File: config.mk
export PLATFORM = sky130hd
export DESIGN_NAME = tmr_access
export DESIGN_NICKNAME = d
export VERILOG_FILES = /design/src/pkg/tmr_pkg.sv /design/src/pkg/tmr_cnt_if.sv /design/src/tmr_access.sv /design/src/tmr_counter.sv /design/src/tmr_flags.sv
export SDC_FILE = /design/constraint.sdc
export NUM_CORES = 1
export LEC_CHECK = 0
export BUFFER_PORTS_ARGS = -buffer_cell sky130_fd_sc_hd__buf_2
export CORE_MARGIN = 2
export CORE_UTILIZATION = 55
export DETAILED_ROUTE_END_ITERATION = 16
export GPL_TIMING_DRIVEN = 0
export HOLD_SLACK_MARGIN = 0.06
export PLACE_DENSITY_LB_ADDON = 0.12
export SLEW_MARGIN = 20
export SYNTH_ARGS = -nofsm -noshare
export SYNTH_HDL_FRONTEND = slang
export SYNTH_HIERARCHICAL = 1
export SYNTH_SLANG_ARGS = --single-unit
File: constraint.sdc
create_clock -name clk -period 5.7 [get_ports clk]
set_input_delay 1.425 -clock clk [delete_from_list [all_inputs] [get_ports clk]]
set_output_delay 1.425 -clock clk [all_outputs]
set_load 0.02 [all_outputs]
File: src/pkg/tmr_pkg.sv
// Purpose: Shared constants for the timer access and flag skip block.
// Assumes: 32-bit word-aligned slave, byte address, 4-bit nibble fields.
// Notes:   Writes carry {aux, acc} in writedata[7:4] and writedata[3:0].
// Behaviour
// RULE1 - Prescaler read returns upper nibble as aux and lower as acc.
// RULE2 - Prescaler write loads aux/acc into both counter and reload.
// RULE3 - Reading any timer returns current count as aux and acc nibbles.
// RULE4 - Timer 1 write loads the byte into counter and reload register.
// RULE5 - Timer 2 write loads the byte into counter and reload register.
// RULE6 - Timer 3 write loads the byte into counter and reload register.
// RULE7 - Timer 4 write loads the byte into counter and low reload register.
// RULE8 - A separate write loads only timer 4 high reload, counter untouched.
// RULE9 - Timer 1 reload-only write updates reload, counter untouched.
// RULE10 - Timer 3 reload-only write updates reload, counter untouched.
// RULE11 - A command copies timer 4 low reload into the timer 4 counter.
// RULE12 - Timer 1 skip test: enable bit clear and flag set skips, clears.
// RULE13 - Timer 2 skip test: enable bit clear and flag set skips, clears.
// RULE14 - Timer 3 skip test: enable bit clear and flag set skips, clears.
// RULE15 - Timer 4 skip test: enable bit clear and flag set skips, clears.
// RULE16 - Timer control register five reads and writes as four bits.
// RULE17 - Timer control register six reads and writes as four bits.
// RULE18 - Timer control registers one to four read and write as values.
// RULE19 - Timers count down on ticks, reload and set flag on underflow.
package tmr_pkg;
	localparam int TMR_W = 8;
	localparam int NIB_W = 4;
	localparam int ADDR_W = 8;
	// Word indices; the byte address is four times the index.
	localparam logic [5:0] IDX_PS = 6'h00;
	localparam logic [5:0] IDX_T1 = 6'h01;
	localparam logic [5:0] IDX_T2 = 6'h02;
	localparam logic [5:0] IDX_T3 = 6'h03;
	localparam logic [5:0] IDX_T4 = 6'h04;
	localparam logic [5:0] IDX_T4H = 6'h05;
	localparam logic [5:0] IDX_T1R = 6'h06;
	localparam logic [5:0] IDX_T3R = 6'h07;
	localparam logic [5:0] IDX_T4CP = 6'h08;
	localparam logic [5:0] IDX_SKIP = 6'h09;
	localparam logic [5:0] IDX_CTRL = 6'h0D;
	localparam logic [5:0] IDX_V1 = 6'h13;
	localparam logic [5:0] IDX_V2 = 6'h14;
	localparam logic [5:0] IDX_STAT = 6'h15;
	localparam logic [5:0] IDX_MASK = 6'h16;
	// Enable bit positions for the timer flags in the two int controls.
	localparam int POS_T1_EN = 2;
	localparam int POS_T2_EN = 3;
	localparam int POS_T3_EN = 0;
	localparam int POS_T4_EN = 1;
	localparam int POS_RUN = 0;
	localparam logic [7:0] RST_BYTE = 8'h00;
	localparam logic [3:0] RST_NIB = 4'h0;
endpackage

File: src/pkg/tmr_cnt_if.sv
// Purpose: Load and status wires between the access logic and one counter.
// Assumes: Single clock domain.
// Notes:   Load of the counter has priority over counting.
`timescale 1ns/1ps
interface tmr_cnt_if;
	logic                           en;
	logic                           ld_cnt;
	logic                           ld_rel;
	logic [tmr_pkg::TMR_W-1:0]      ld_val;
	logic [tmr_pkg::TMR_W-1:0]      cnt;
	logic [tmr_pkg::TMR_W-1:0]      rel;
	logic                           uf;
	modport unit (input en, ld_cnt, ld_rel, ld_val, output cnt, rel, uf);
	modport ctl (output en, ld_cnt, ld_rel, ld_val, input cnt, rel, uf);
endinterface

File: src/tmr_access.sv
// Purpose: Nibble access to prescaler and four timers, flag skip tests.
// Assumes: Avalon-MM slave, 32-bit data, one answer per request.
// Notes:   Every request is answered with waitrequest low in the cycle
//          after it is first seen; reads show {aux, acc} in bits 7:0.
//
// Implementation choices: the register offsets and the Avalon-MM interface to the registers.
`timescale 1ns/1ps
module tmr_access
(
	input  wire logic                       clk,
	input  wire logic                       sys_rst,
	input  wire logic [tmr_pkg::ADDR_W-1:0] address,
	input  wire logic                       read,
	input  wire logic                       write,
	input  wire logic [31:0]                writedata,
	input  wire logic [3:0]                 byteenable,
	output logic [31:0]                     readdata,
	output logic                            waitrequest,
	output logic                            irq
);
	logic [31:0]                    readdata_q;
	logic                           waitrequest_q;
	logic                           acc;
	logic                           wr;
	logic                           rd;
	logic [5:0]                     idx;
	logic [tmr_pkg::TMR_W-1:0]      wv;
	logic [4:0]                     ld_cnt_v;
	logic [4:0]                     ld_rel_v;
	logic [tmr_pkg::TMR_W-1:0]      cnt_w [5];
	logic [tmr_pkg::TMR_W-1:0]      rel_w [5];
	logic [4:0]                     uf_w;
	logic [tmr_pkg::TMR_W-1:0]      rel4h_q;
	logic [3:0]                     ctrl_q [6];
	logic [3:0]                     v1_q;
	logic [3:0]                     v2_q;
	logic [3:0]                     mask_q;
	logic [3:0]                     flag_w;
	logic [3:0]                     en_bit;
	logic [3:0]                     skip_v;
	logic [3:0]                     clr_v;
	logic [3:0]                     irq_w;

	assign readdata = readdata_q;
	assign waitrequest = waitrequest_q;
	assign irq = irq_w[0];

	assign acc = (read | write) & waitrequest_q;
	assign wr = acc & write & byteenable[0];
	assign rd = acc & read;
	assign idx = address[tmr_pkg::ADDR_W-1:2];
	assign wv = writedata[tmr_pkg::TMR_W-1:0];

	// A request is taken once, then answered for exactly one cycle.
	always_ff @(posedge clk)
	begin
		if (sys_rst)
			waitrequest_q <= 1'b1;
		else if (acc)
			waitrequest_q <= 1'b0;
		else
			waitrequest_q <= 1'b1;
	end

	always_comb
	begin
		ld_cnt_v = 5'h00;
		ld_rel_v = 5'h00;
		if (wr)
		begin
			ld_cnt_v[0] = (idx == tmr_pkg::IDX_PS); // see RULE2
			ld_rel_v[0] = (idx == tmr_pkg::IDX_PS); // see RULE2
			ld_cnt_v[1] = (idx == tmr_pkg::IDX_T1); // see RULE4
			ld_rel_v[1] = (idx == tmr_pkg::IDX_T1) // see RULE4
				| (idx == tmr_pkg::IDX_T1R); // see RULE9
			ld_cnt_v[2] = (idx == tmr_pkg::IDX_T2); // see RULE5
			ld_rel_v[2] = (idx == tmr_pkg::IDX_T2); // see RULE5
			ld_cnt_v[3] = (idx == tmr_pkg::IDX_T3); // see RULE6
			ld_rel_v[3] = (idx == tmr_pkg::IDX_T3) // see RULE6
				| (idx == tmr_pkg::IDX_T3R); // see RULE10
			ld_cnt_v[4] = (idx == tmr_pkg::IDX_T4) // see RULE7
				| (idx == tmr_pkg::IDX_T4CP); // see RULE11
			ld_rel_v[4] = (idx == tmr_pkg::IDX_T4); // see RULE7
		end
	end

	// Index 0 is the prescaler, which runs on every clock; timers tick
	// on prescaler underflow while their run bit is set.
	genvar gi;
	generate
		for (gi = 0; gi < 5; gi = gi + 1)
		begin : g_cnt
			tmr_cnt_if cif ();
			if (gi == 0)
			begin : g_ps
				assign cif.en = 1'b1;
			end
			else
			begin : g_tm
				assign cif.en = ctrl_q[gi-1][tmr_pkg::POS_RUN]
					& uf_w[0]; // see RULE19
			end
			assign cif.ld_cnt = ld_cnt_v[gi];
			assign cif.ld_rel = ld_rel_v[gi];
			assign cif.ld_val = (gi == 4 && idx == tmr_pkg::IDX_T4CP)
				? rel_w[4] : wv; // see RULE11
			assign cnt_w[gi] = cif.cnt;
			assign rel_w[gi] = cif.rel;
			assign uf_w[gi] = cif.uf;
			tmr_counter u_cnt
			(
				.clk     (clk),
				.sys_rst (sys_rst),
				.bus     (cif)
			);
		end
	endgenerate

	always_ff @(posedge clk)
	begin
		if (sys_rst)
			rel4h_q <= tmr_pkg::RST_BYTE;
		else if (wr && idx == tmr_pkg::IDX_T4H)
			rel4h_q <= wv; // see RULE8
	end

	generate
		for (gi = 0; gi < 6; gi = gi + 1)
		begin : g_ctrl
			always_ff @(posedge clk)
			begin
				if (sys_rst)
					ctrl_q[gi] <= tmr_pkg::RST_NIB;
				else if (wr && idx == tmr_pkg::IDX_CTRL + 6'(gi))
					ctrl_q[gi] <= wv[3:0]; // see RULE16 RULE17 RULE18
			end
		end
	endgenerate

	always_ff @(posedge clk)
	begin
		if (sys_rst)
		begin
			v1_q <= tmr_pkg::RST_NIB;
			v2_q <= tmr_pkg::RST_NIB;
			mask_q <= tmr_pkg::RST_NIB;
		end
		else if (wr)
		begin
			if (idx == tmr_pkg::IDX_V1)
				v1_q <= wv[3:0];
			if (idx == tmr_pkg::IDX_V2)
				v2_q <= wv[3:0];
			if (idx == tmr_pkg::IDX_MASK)
				mask_q <= wv[3:0];
		end
	end

	assign en_bit[0] = v1_q[tmr_pkg::POS_T1_EN]; // see RULE12
	assign en_bit[1] = v1_q[tmr_pkg::POS_T2_EN]; // see RULE13
	assign en_bit[2] = v2_q[tmr_pkg::POS_T3_EN]; // see RULE14
	assign en_bit[3] = v2_q[tmr_pkg::POS_T4_EN]; // see RULE15

	// A skip test is a read; bit 0 answers skip and the flag is cleared.
	generate
		for (gi = 0; gi < 4; gi = gi + 1)
		begin : g_skip
			assign skip_v[gi] = rd && idx == tmr_pkg::IDX_SKIP + 6'(gi)
				&& !en_bit[gi] && flag_w[gi]; // see RULE12 RULE13
			assign clr_v[gi] = skip_v[gi] // see RULE14 RULE15
				| (wr && idx == tmr_pkg::IDX_STAT && wv[gi]);
		end
	endgenerate

	tmr_flags u_flags
	(
		.clk     (clk),
		.sys_rst (sys_rst),
		.set     (uf_w[4:1]),
		.clr     (clr_v),
		.mask    (mask_q),
		.flag    (flag_w),
		.irq     (irq_w[0])
	);
	assign irq_w[3:1] = 3'h0;

	always_ff @(posedge clk)
	begin
		if (sys_rst)
			readdata_q <= 32'h0000_0000;
		else if (rd)
		begin
			readdata_q <= 32'h0000_0000;
			if (idx <= tmr_pkg::IDX_T4)
				readdata_q[7:0] <= cnt_w[idx[2:0]]; // see RULE1 RULE3
			else if (idx == tmr_pkg::IDX_T4H)
				readdata_q[7:0] <= rel4h_q;
			else if (idx == tmr_pkg::IDX_T1R)
				readdata_q[7:0] <= rel_w[1];
			else if (idx == tmr_pkg::IDX_T3R)
				readdata_q[7:0] <= rel_w[3];
			else if (idx == tmr_pkg::IDX_T4CP)
				readdata_q[7:0] <= rel_w[4];
			else if (idx >= tmr_pkg::IDX_SKIP && idx < tmr_pkg::IDX_CTRL)
				readdata_q[0] <= |skip_v;
			else if (idx >= tmr_pkg::IDX_CTRL && idx < tmr_pkg::IDX_V1)
				readdata_q[3:0] <= ctrl_q[3'(idx - tmr_pkg::IDX_CTRL)];
			else if (idx == tmr_pkg::IDX_V1)
				readdata_q[3:0] <= v1_q;
			else if (idx == tmr_pkg::IDX_V2)
				readdata_q[3:0] <= v2_q;
			else if (idx == tmr_pkg::IDX_STAT)
				readdata_q[3:0] <= flag_w;
			else if (idx == tmr_pkg::IDX_MASK)
				readdata_q[3:0] <= mask_q;
		end
	end
endmodule

File: src/tmr_counter.sv
// Purpose: One 8-bit down-counter with its reload register.
// Assumes: Loads and ticks come from logic on the same clock.
// Notes:   Underflow is a one-cycle pulse one edge after the zero tick.
`timescale 1ns/1ps
module tmr_counter
(
	input  wire logic               clk,
	input  wire logic               sys_rst,
	tmr_cnt_if.unit                 bus
);
	logic [tmr_pkg::TMR_W-1:0]      cnt_q;
	logic [tmr_pkg::TMR_W-1:0]      rel_q;
	logic                           uf_q;

	assign bus.cnt = cnt_q;
	assign bus.rel = rel_q;
	assign bus.uf = uf_q;

	always_ff @(posedge clk)
	begin
		if (sys_rst)
			rel_q <= tmr_pkg::RST_BYTE;
		else if (bus.ld_rel)
			rel_q <= bus.ld_val;
	end

	always_ff @(posedge clk)
	begin
		if (sys_rst)
		begin
			cnt_q <= tmr_pkg::RST_BYTE;
			uf_q <= 1'b0;
		end
		else
		begin
			uf_q <= 1'b0;
			if (bus.ld_cnt)
				cnt_q <= bus.ld_val;
			else if (bus.en)
			begin
				if (cnt_q == tmr_pkg::RST_BYTE)
				begin
					cnt_q <= rel_q; // see RULE19
					uf_q <= 1'b1;
				end
				else
					cnt_q <= cnt_q - 8'h01;
			end
		end
	end
endmodule

File: src/tmr_flags.sv
// Purpose: Sticky timer flags with mask and one level interrupt.
// Assumes: Set and clear are one-cycle pulses on the same clock.
// Notes:   A set in the cycle of a clear wins; irq lags flags by one edge.
`timescale 1ns/1ps
module tmr_flags
(
	input  wire logic               clk,
	input  wire logic               sys_rst,
	input  wire logic [3:0]         set,
	input  wire logic [3:0]         clr,
	input  wire logic [3:0]         mask,
	output logic [3:0]              flag,
	output logic                    irq
);
	always_ff @(posedge clk)
	begin
		if (sys_rst)
			flag <= tmr_pkg::RST_NIB;
		else
			flag <= (flag & ~clr) | set; // see RULE19
	end

	always_ff @(posedge clk)
	begin
		if (sys_rst)
			irq <= 1'b0;
		else
			irq <= |(flag & mask);
	end
endmodule
## Word level (Yosys, flattened, before mapping)

Memories as Yosys holds them, arrays and structs flattened.
Cells that the tools add are included.

- Bits in latches: 0
- Register bits after elaboration: 119
- Output and inout bits: 34
- Bits in writable memories: 24
- Memories: 1
- Bits of input ports: 48
- Word-level logic and storage cells: 204
- Bits in read-only memories: 0

- Equal/unequal tests: 22
- $lt $le $gt $ge: 6
- Divide/modulo/power cells: 0
- Reduce and logical (&&, ||, !) cells: 50
- Bitwise operators: 31
- Muxes and demuxes: 65
- $mul: 0
- Shifts and indexed selects: 0
- Add/sub/neg operators: 6

Memory list:

| memory | depth | width | read ports | clocked after memory_dff | wr ports | line | text |
|---|---|---|---|---|---|---|---|
| ctrl_q | 6 | 4 | 5 | 0 | 6 | tmr_access.sv:34 | `logic [3:0] ctrl_q [6];` |

Operators by type and width:

| operator | number |
|---|---|
| 8-bit two-way mux | 21 |
| 4-bit two-way mux | 13 |
| 6-bit by 4-bit equality test with 1-bit output (second input constant) | 8 |
| 6-bit by 5-bit equality test with 1-bit output (second input constant) | 7 |
| 8-bit logical NOT | 5 |
| 8-bit by 1-bit subtractor with 8-bit output (second input constant) | 5 |
| 1-bit two-way mux | 27 |
| 1-bit logical AND | 26 |
| 8-bit binary-select mux with 3-bit select | 1 |
| 6-bit by 3-bit equality test with 1-bit output (second input constant) | 4 |
| 1-bit OR | 14 |
| 6-bit by 2-bit equality test with 1-bit output (second input constant) | 2 |
| 6-bit by 4-bit greater-or-equal comparator with 1-bit output (second input constant) | 2 |
| 3-bit OR reduction | 4 |
| 5-bit two-way mux | 2 |
| 1-bit bitwise AND | 8 |
| 4-bit bitwise AND | 2 |
| 2-bit nonzero test | 4 |
| 4-bit OR reduction | 2 |
| 6-bit by 1-bit equality test with 1-bit output (second input constant) | 1 |
| 6-bit by 3-bit less-or-equal comparator with 1-bit output (second input constant) | 1 |
| 6-bit logical NOT | 1 |
| 6-bit by 4-bit < comparator with 1-bit output (second input constant) | 1 |
| 6-bit by 5-bit < comparator with 1-bit output (second input constant) | 1 |
| 10 further kinds | 18 |

## Logic depth before layout (Yosys ltp)

- Depth in word-level cells: 13
- Gate-level depth with buffers: 12
- Depth with buffers taken out: 8

## Cells and area by module

Netlist, hierarchy kept.

By module, submodules not included:

| module | area each (sq um) | cells an instance | instances | seq. area each (sq um) |
|---|---|---|---|---|
| tmr_counter | 917.1 | 102 | 5 | 340.3 |
| tmr_access | 3683.5 | 438 | 1 | 1301.2 |
| tmr_flags | 180.2 | 20 | 1 | 100.1 |

## Worst setup path before layout

Ideal clock, no wire load.

- Path type: input port to flip-flop
- Start point: input address[3] (netlist name)
- End point: register g_cnt[4].u_cnt.cnt_q (netlist bit g_cnt[4].u_cnt/bus.cnt[1])
- Setup time: 0.128 ns
- Path buffers: 4
- Arrival time: 3.406 ns
- Setup slack: 2.166 ns
- Stages: 12
- Data required time: 5.572 ns
- Cell sequence: clkbuf_1 > inv_1 > ha_1 > clkbuf_1 > nor2b_1 > nand2_1 > o22ai_1 > clkbuf_1 > clkbuf_8 > nor3_1 > a21oi_1 > o32ai_1

- Longest elaborated chain between the ends: 4
- Elaborated cells between the ends (all ways): 7
- Classes of those cells: 2 x eq/ne; 3 x mux; 1 x bitwise; 1 x reduce/logical

RTL lines:

| item | line | text |
|---|---|---|
| from (decl) | tmr_access.sv:12 | `input wire logic [tmr_pkg::ADDR_W-1:0] address,` |
| 6-bit by 3-bit equality test with 1-bit output or 6-bit by 4-bit equality test with 1-bit output (tied branches) | tmr_access.sv:81, tmr_access.sv:82 |  |
| 1-bit OR (*) | tmr_access.sv:82 | `\| (idx == tmr_pkg::IDX_T4CP);` |
| 5-bit two-way mux (*) | tmr_access.sv:69 | `if (wr)` |
| via ld_cnt_v[4] | tmr_access.sv:28 | `logic [4:0] ld_cnt_v;` |
| 8-bit two-way mux or 2-bit nonzero test (tied branches) | n/a |  |
| to (signal assigned) | tmr_counter.sv:38 | `cnt_q <= bus.ld_val;` |
| to (signal assigned) | tmr_counter.sv:43 | `cnt_q <= rel_q;` |
| to (signal assigned) | tmr_counter.sv:47 | `cnt_q <= cnt_q - 8'h01;` |
| to (decl) | tmr_counter.sv:11 | `logic [tmr_pkg::TMR_W-1:0] cnt_q;` |

The timed path passes the listed nets; every way through them passes the cells marked *.
A chain may end at the register's enable or synchronous reset.

## Worst setup path after layout

- Start point: input address[3] (netlist name)
- End point: register g_cnt[4].u_cnt.cnt_q (netlist bit g_cnt[4].u_cnt/bus.cnt[5])

Same word-level chain as after synthesis.

==> summary.txt <==
RUN STATUS
--------------------------------------------------------------------------------------------------
Status .............................................................................. complete, no violations

WORST SETUP PATH
--------------------------------------------------------------------------------------------------
Worst path cell trace ............................................................... buf_2, clkbuf_1, inv_1, ha_1, clkbuf_1, nor2b_1, nand2_1, o22ai_1, clkbuf_1, clkbuf_8, nor3_1, a21oi_1, o32ai_1
Critical path data arrival time .....................................................      4360 ps
Kind of start point of the critical path ............................................    input pin
Req. time, crit path ................................................................      6000 ps
Worst Path Class, Setup ............................................................. input pin to flip-flop
Slowest library cell on the worst path .............................................. sky130_fd_sc_hd__clkbuf_1
Nature of the critical path endpoint ................................................    flip-flop
Biggest fanout along the worst timing path ..........................................           10
Most frequent cell on the critical path ............................................. sky130_fd_sc_hd__clkbuf_1
Largest stage delay on the critical path ............................................       390 ps

SYNTH
--------------------------------------------------------------------------------------------------
Cell type contributing the most total cell area after synthesis ..................... sky130_fd_sc_hd__dfxtp_1
Area share of the largest cell type after synthesis .................................        28.2%
Proportion of synthesized chip area in sequential cells .............................        36.7%
Count of distinct cell types in the synthesized netlist .............................           61
Number of flops mapped to enable cells by yosys .....................................           24
Top cells by area, synth ............................................................ sky130_fd_sc_hd__dfxtp_1 (28%), sky130_fd_sc_hd__edfxtp_1 (8.5%), sky130_fd_sc_hd__mux2i_1 (6.0%), sky130_fd_sc_hd__nor2_1 (4.8%), sky130_fd_sc_hd__a21oi_1 (4.8%)
Total of flip-flops plus latches after synthesis ....................................          143
Average size of a mapped cell .......................................................     8.73 µm²
Flip-flop cell with the highest count after synthesis ............................... sky130_fd_sc_hd__dfxtp_1
Cell count after synthesis ..........................................................          968
Async set or reset register ratio after synthesis ...................................           0%
Top-count cell post-synth ........................................................... sky130_fd_sc_hd__dfxtp_1
Commonest cells in the synthesized netlist .......................................... sky130_fd_sc_hd__dfxtp_1 (119), sky130_fd_sc_hd__nor2_1 (109), sky130_fd_sc_hd__nand2_1 (84)
Synth warn ..........................................................................            6
Post-synthesis cell area ............................................................     8450 µm²

CLOCK TREE
--------------------------------------------------------------------------------------------------
Number of clock sinks ...............................................................          143
Quantity of gates resized following cts .............................................            0
Clock transition time at the flip-flop clock pins of the worst setup and hold paths .        60 ps
Clock root buffer ................................................................... sky130_fd_sc_hd__clkbuf_16
TritonCTS clock tree ................................................................        built
Number of buffers inserted during clock tree synthesis ..............................           17
H-tree depth ........................................................................            4
CTS Hold Bufs .......................................................................            0
Setup repair bufs after CTS .........................................................            0
Latest clock arrival within the worst-skew pair .....................................       430 ps
Clk buf depth .......................................................................            2

PLACEMENT
--------------------------------------------------------------------------------------------------
Final weighted congestion of routability-driven global placement ....................        0.964
Post-DP HPWL ........................................................................      17.1 mm
Setup WS pre-CTS ....................................................................      1340 ps
Count of buffers from port buffering ................................................           27
Cell total after placement ..........................................................         1206
Area post-placement .................................................................     8910 µm²

CELLS AND AREA
--------------------------------------------------------------------------------------------------
Final-stage net count ...............................................................         1100
Antenna diode count .................................................................            0
Core Util, Final ....................................................................        62.8%
Share of final-layout standard cells stronger than drive strength 1 .................        15.0%
Cell area after layout ..............................................................     9470 µm²
Final standard cell count with taps included and fillers excluded ...................         1238
Number of fill cells in the layout ..................................................         1332
Area Overhead vs Synth ..............................................................        12.1%

STA
--------------------------------------------------------------------------------------------------
Setup clock skew after layout .......................................................      11.6 ps
Slew HR .............................................................................        36.8%
Post-route setup TNS ................................................................         0 ps
Slew at the pin closest to its max-slew limit .......................................       940 ps
Share of the clock period used by the worst path after layout .......................        71.3%
Tmin final ..........................................................................      4060 ps
Peak clock frequency supported by timing ............................................    0.246 GHz
Setup repair after global routing missed its margin .................................        false
Max-slew violation count ............................................................            0
Endpoints failing hold ..............................................................            0
Setup ws final ......................................................................      1640 ps
Finish-stage setup viols ............................................................            0
Worst hold-check slack ..............................................................       439 ps

POWER
--------------------------------------------------------------------------------------------------
Power after layout ..................................................................      2.73 mW
Max rail drop VDD ...................................................................     0.247 mV
Leak pwr ............................................................................      3.49 nW
Pwr per Cell Area ...................................................................   288 nW/µm²

GRT
--------------------------------------------------------------------------------------------------
GR Util All Layers ..................................................................        30.7%
Global-route wire length before repair ..............................................      38.6 mm
Vias in the first global route ......................................................         7002
Number of antenna violations at the first check in global routing ...................            0
Pin count of the biggest net entering global routing ................................           17
Total congestion overflow after global routing ......................................            0

FLOORPLAN
--------------------------------------------------------------------------------------------------
Effective utilization at floorplan ..................................................        56.0%
I/O pins ............................................................................           82
Placeable core region ...............................................................    15100 µm²
Die height ..........................................................................       128 µm
Row cnt .............................................................................           45
Area of the die .....................................................................    16400 µm²
Die width ...........................................................................       128 µm

MIN PATH
--------------------------------------------------------------------------------------------------
Kind of path behind the tightest hold check ......................................... flip-flop to flip-flop

DETAILED ROUTING
--------------------------------------------------------------------------------------------------
Residual DRC count ..................................................................            0
Antenna Nets Post-Route .............................................................            0
Final wirelength ....................................................................      24.4 mm
Router iterations before antenna repair .............................................            6
Routed via count ....................................................................         7647
Average detailed-routed wire length per instance ....................................      19.7 µm
Initial DRC count ...................................................................          786
Via density per instance ............................................................         6.18

JOB
--------------------------------------------------------------------------------------------------
Reported max-cap violation count ....................................................            0

[layer usage]
| layer | vias up | GRT usage (%) | share of wire (%) |
|---|---|---|---|
| li1 | 3612 | - | - |
| met1 | 3569 | 41.5 | 43 |
| met2 | 404 | 48.1 | 45 |
| met3 | 62 | 6.26 | 8.7 |
| met4 | 0 | 12.9 | 3.4 |
| met5 | - | 0 | 0 |
[cell usage in the layout, fill, tap and decap left out, drive strengths merged, types with 9 or more instances in the layout]
cell type and instances:
o32ai 26, conb 25, a31oi 9, edfxtp 24
buf 61, ha 15, o31ai 10, nor3 46
nor3b 22, a21oi 81, a211oi 11, mux2i 51
nand3 22, dfxtp 119, o22ai 12, or4 15
and3 14, and2 35, inv 36, nand2 84
o21ai 47, nor2 110, mux4 12, a22oi 12
clkbuf 71
[state kept, by name, indices dropped and copies added (netlist names), 4 cells and up]
| name | count |
|---|---|
| ctrl_q | 24 |
| g_cnt.u_cnt/bus.cnt | 40 |
| g_cnt.u_cnt/bus.rel | 40 |
| g_cnt.u_cnt/bus.uf | 5 |
| mask_q | 4 |
| readdata | 8 |
| rel4h_q | 8 |
| u_flags/flag | 4 |
| v1_q | 4 |
| v2_q | 4 |
[layout make-up]
cell class              count  area, µm²  area share (%)
multi-input cells         730       4660            49.3
flip-flops and latches    143       3100            32.8
clock buffers              19        453            4.78
plain buffers              86        648            6.84
repair buffers             27        135            1.43
well taps                 188        235            2.48
clock inverters            13        111            1.18
inverters                  32        120            1.27
[cells by family (layout without fill, tap and decap cells)]
family,count (synthesis),count (layout),synth area share [%]
xor+xnor,11,11,1.14
buf+inv,118,177,9.09
flops,143,143,36.7
simple gates,375,375,22.5
compound gates,235,235,18.2
other cells,2,25,0.0889
mux,69,69,10.0
fa+ha+maj,15,15,2.22
[path summary, 6_finish.rpt]
kind                                       startpoint                   endpoint  slack (ps)  cells after the start
worst max-delay path                       address[3]  g_cnt[4].u_cnt/bus.cnt[5]        1640                     13
worst min-delay path            g_cnt[4].u_cnt/bus.uf            u_flags/flag[3]         440                      2
worst max register to register            waitrequest  g_cnt[0].u_cnt/bus.cnt[0]        3130                      8
worst min register to register  g_cnt[4].u_cnt/bus.uf            u_flags/flag[3]         440                      2
[critical path, delay by kind of cell]
kind                       cells  cell delay, ps
and+or+nand+nor                3             670
AOI/OAI and AO/OA              3             480
adders and majority gates      1             160
buffers and inverters          6            1630
[where the power goes]
group / leakage, nW / switching [mW] / internal, mW / total [mW]
clock network: 0.276 / 0.453 / 0.623 / 1.08
registers: 1.21 / 0.0519 / 1.07 / 1.12
logic: 2.01 / 0.308 / 0.229 / 0.537
total: 3.49 / 0.813 / 1.92 / 2.73
Note: power is estimated with default switching activity, not from simulation.
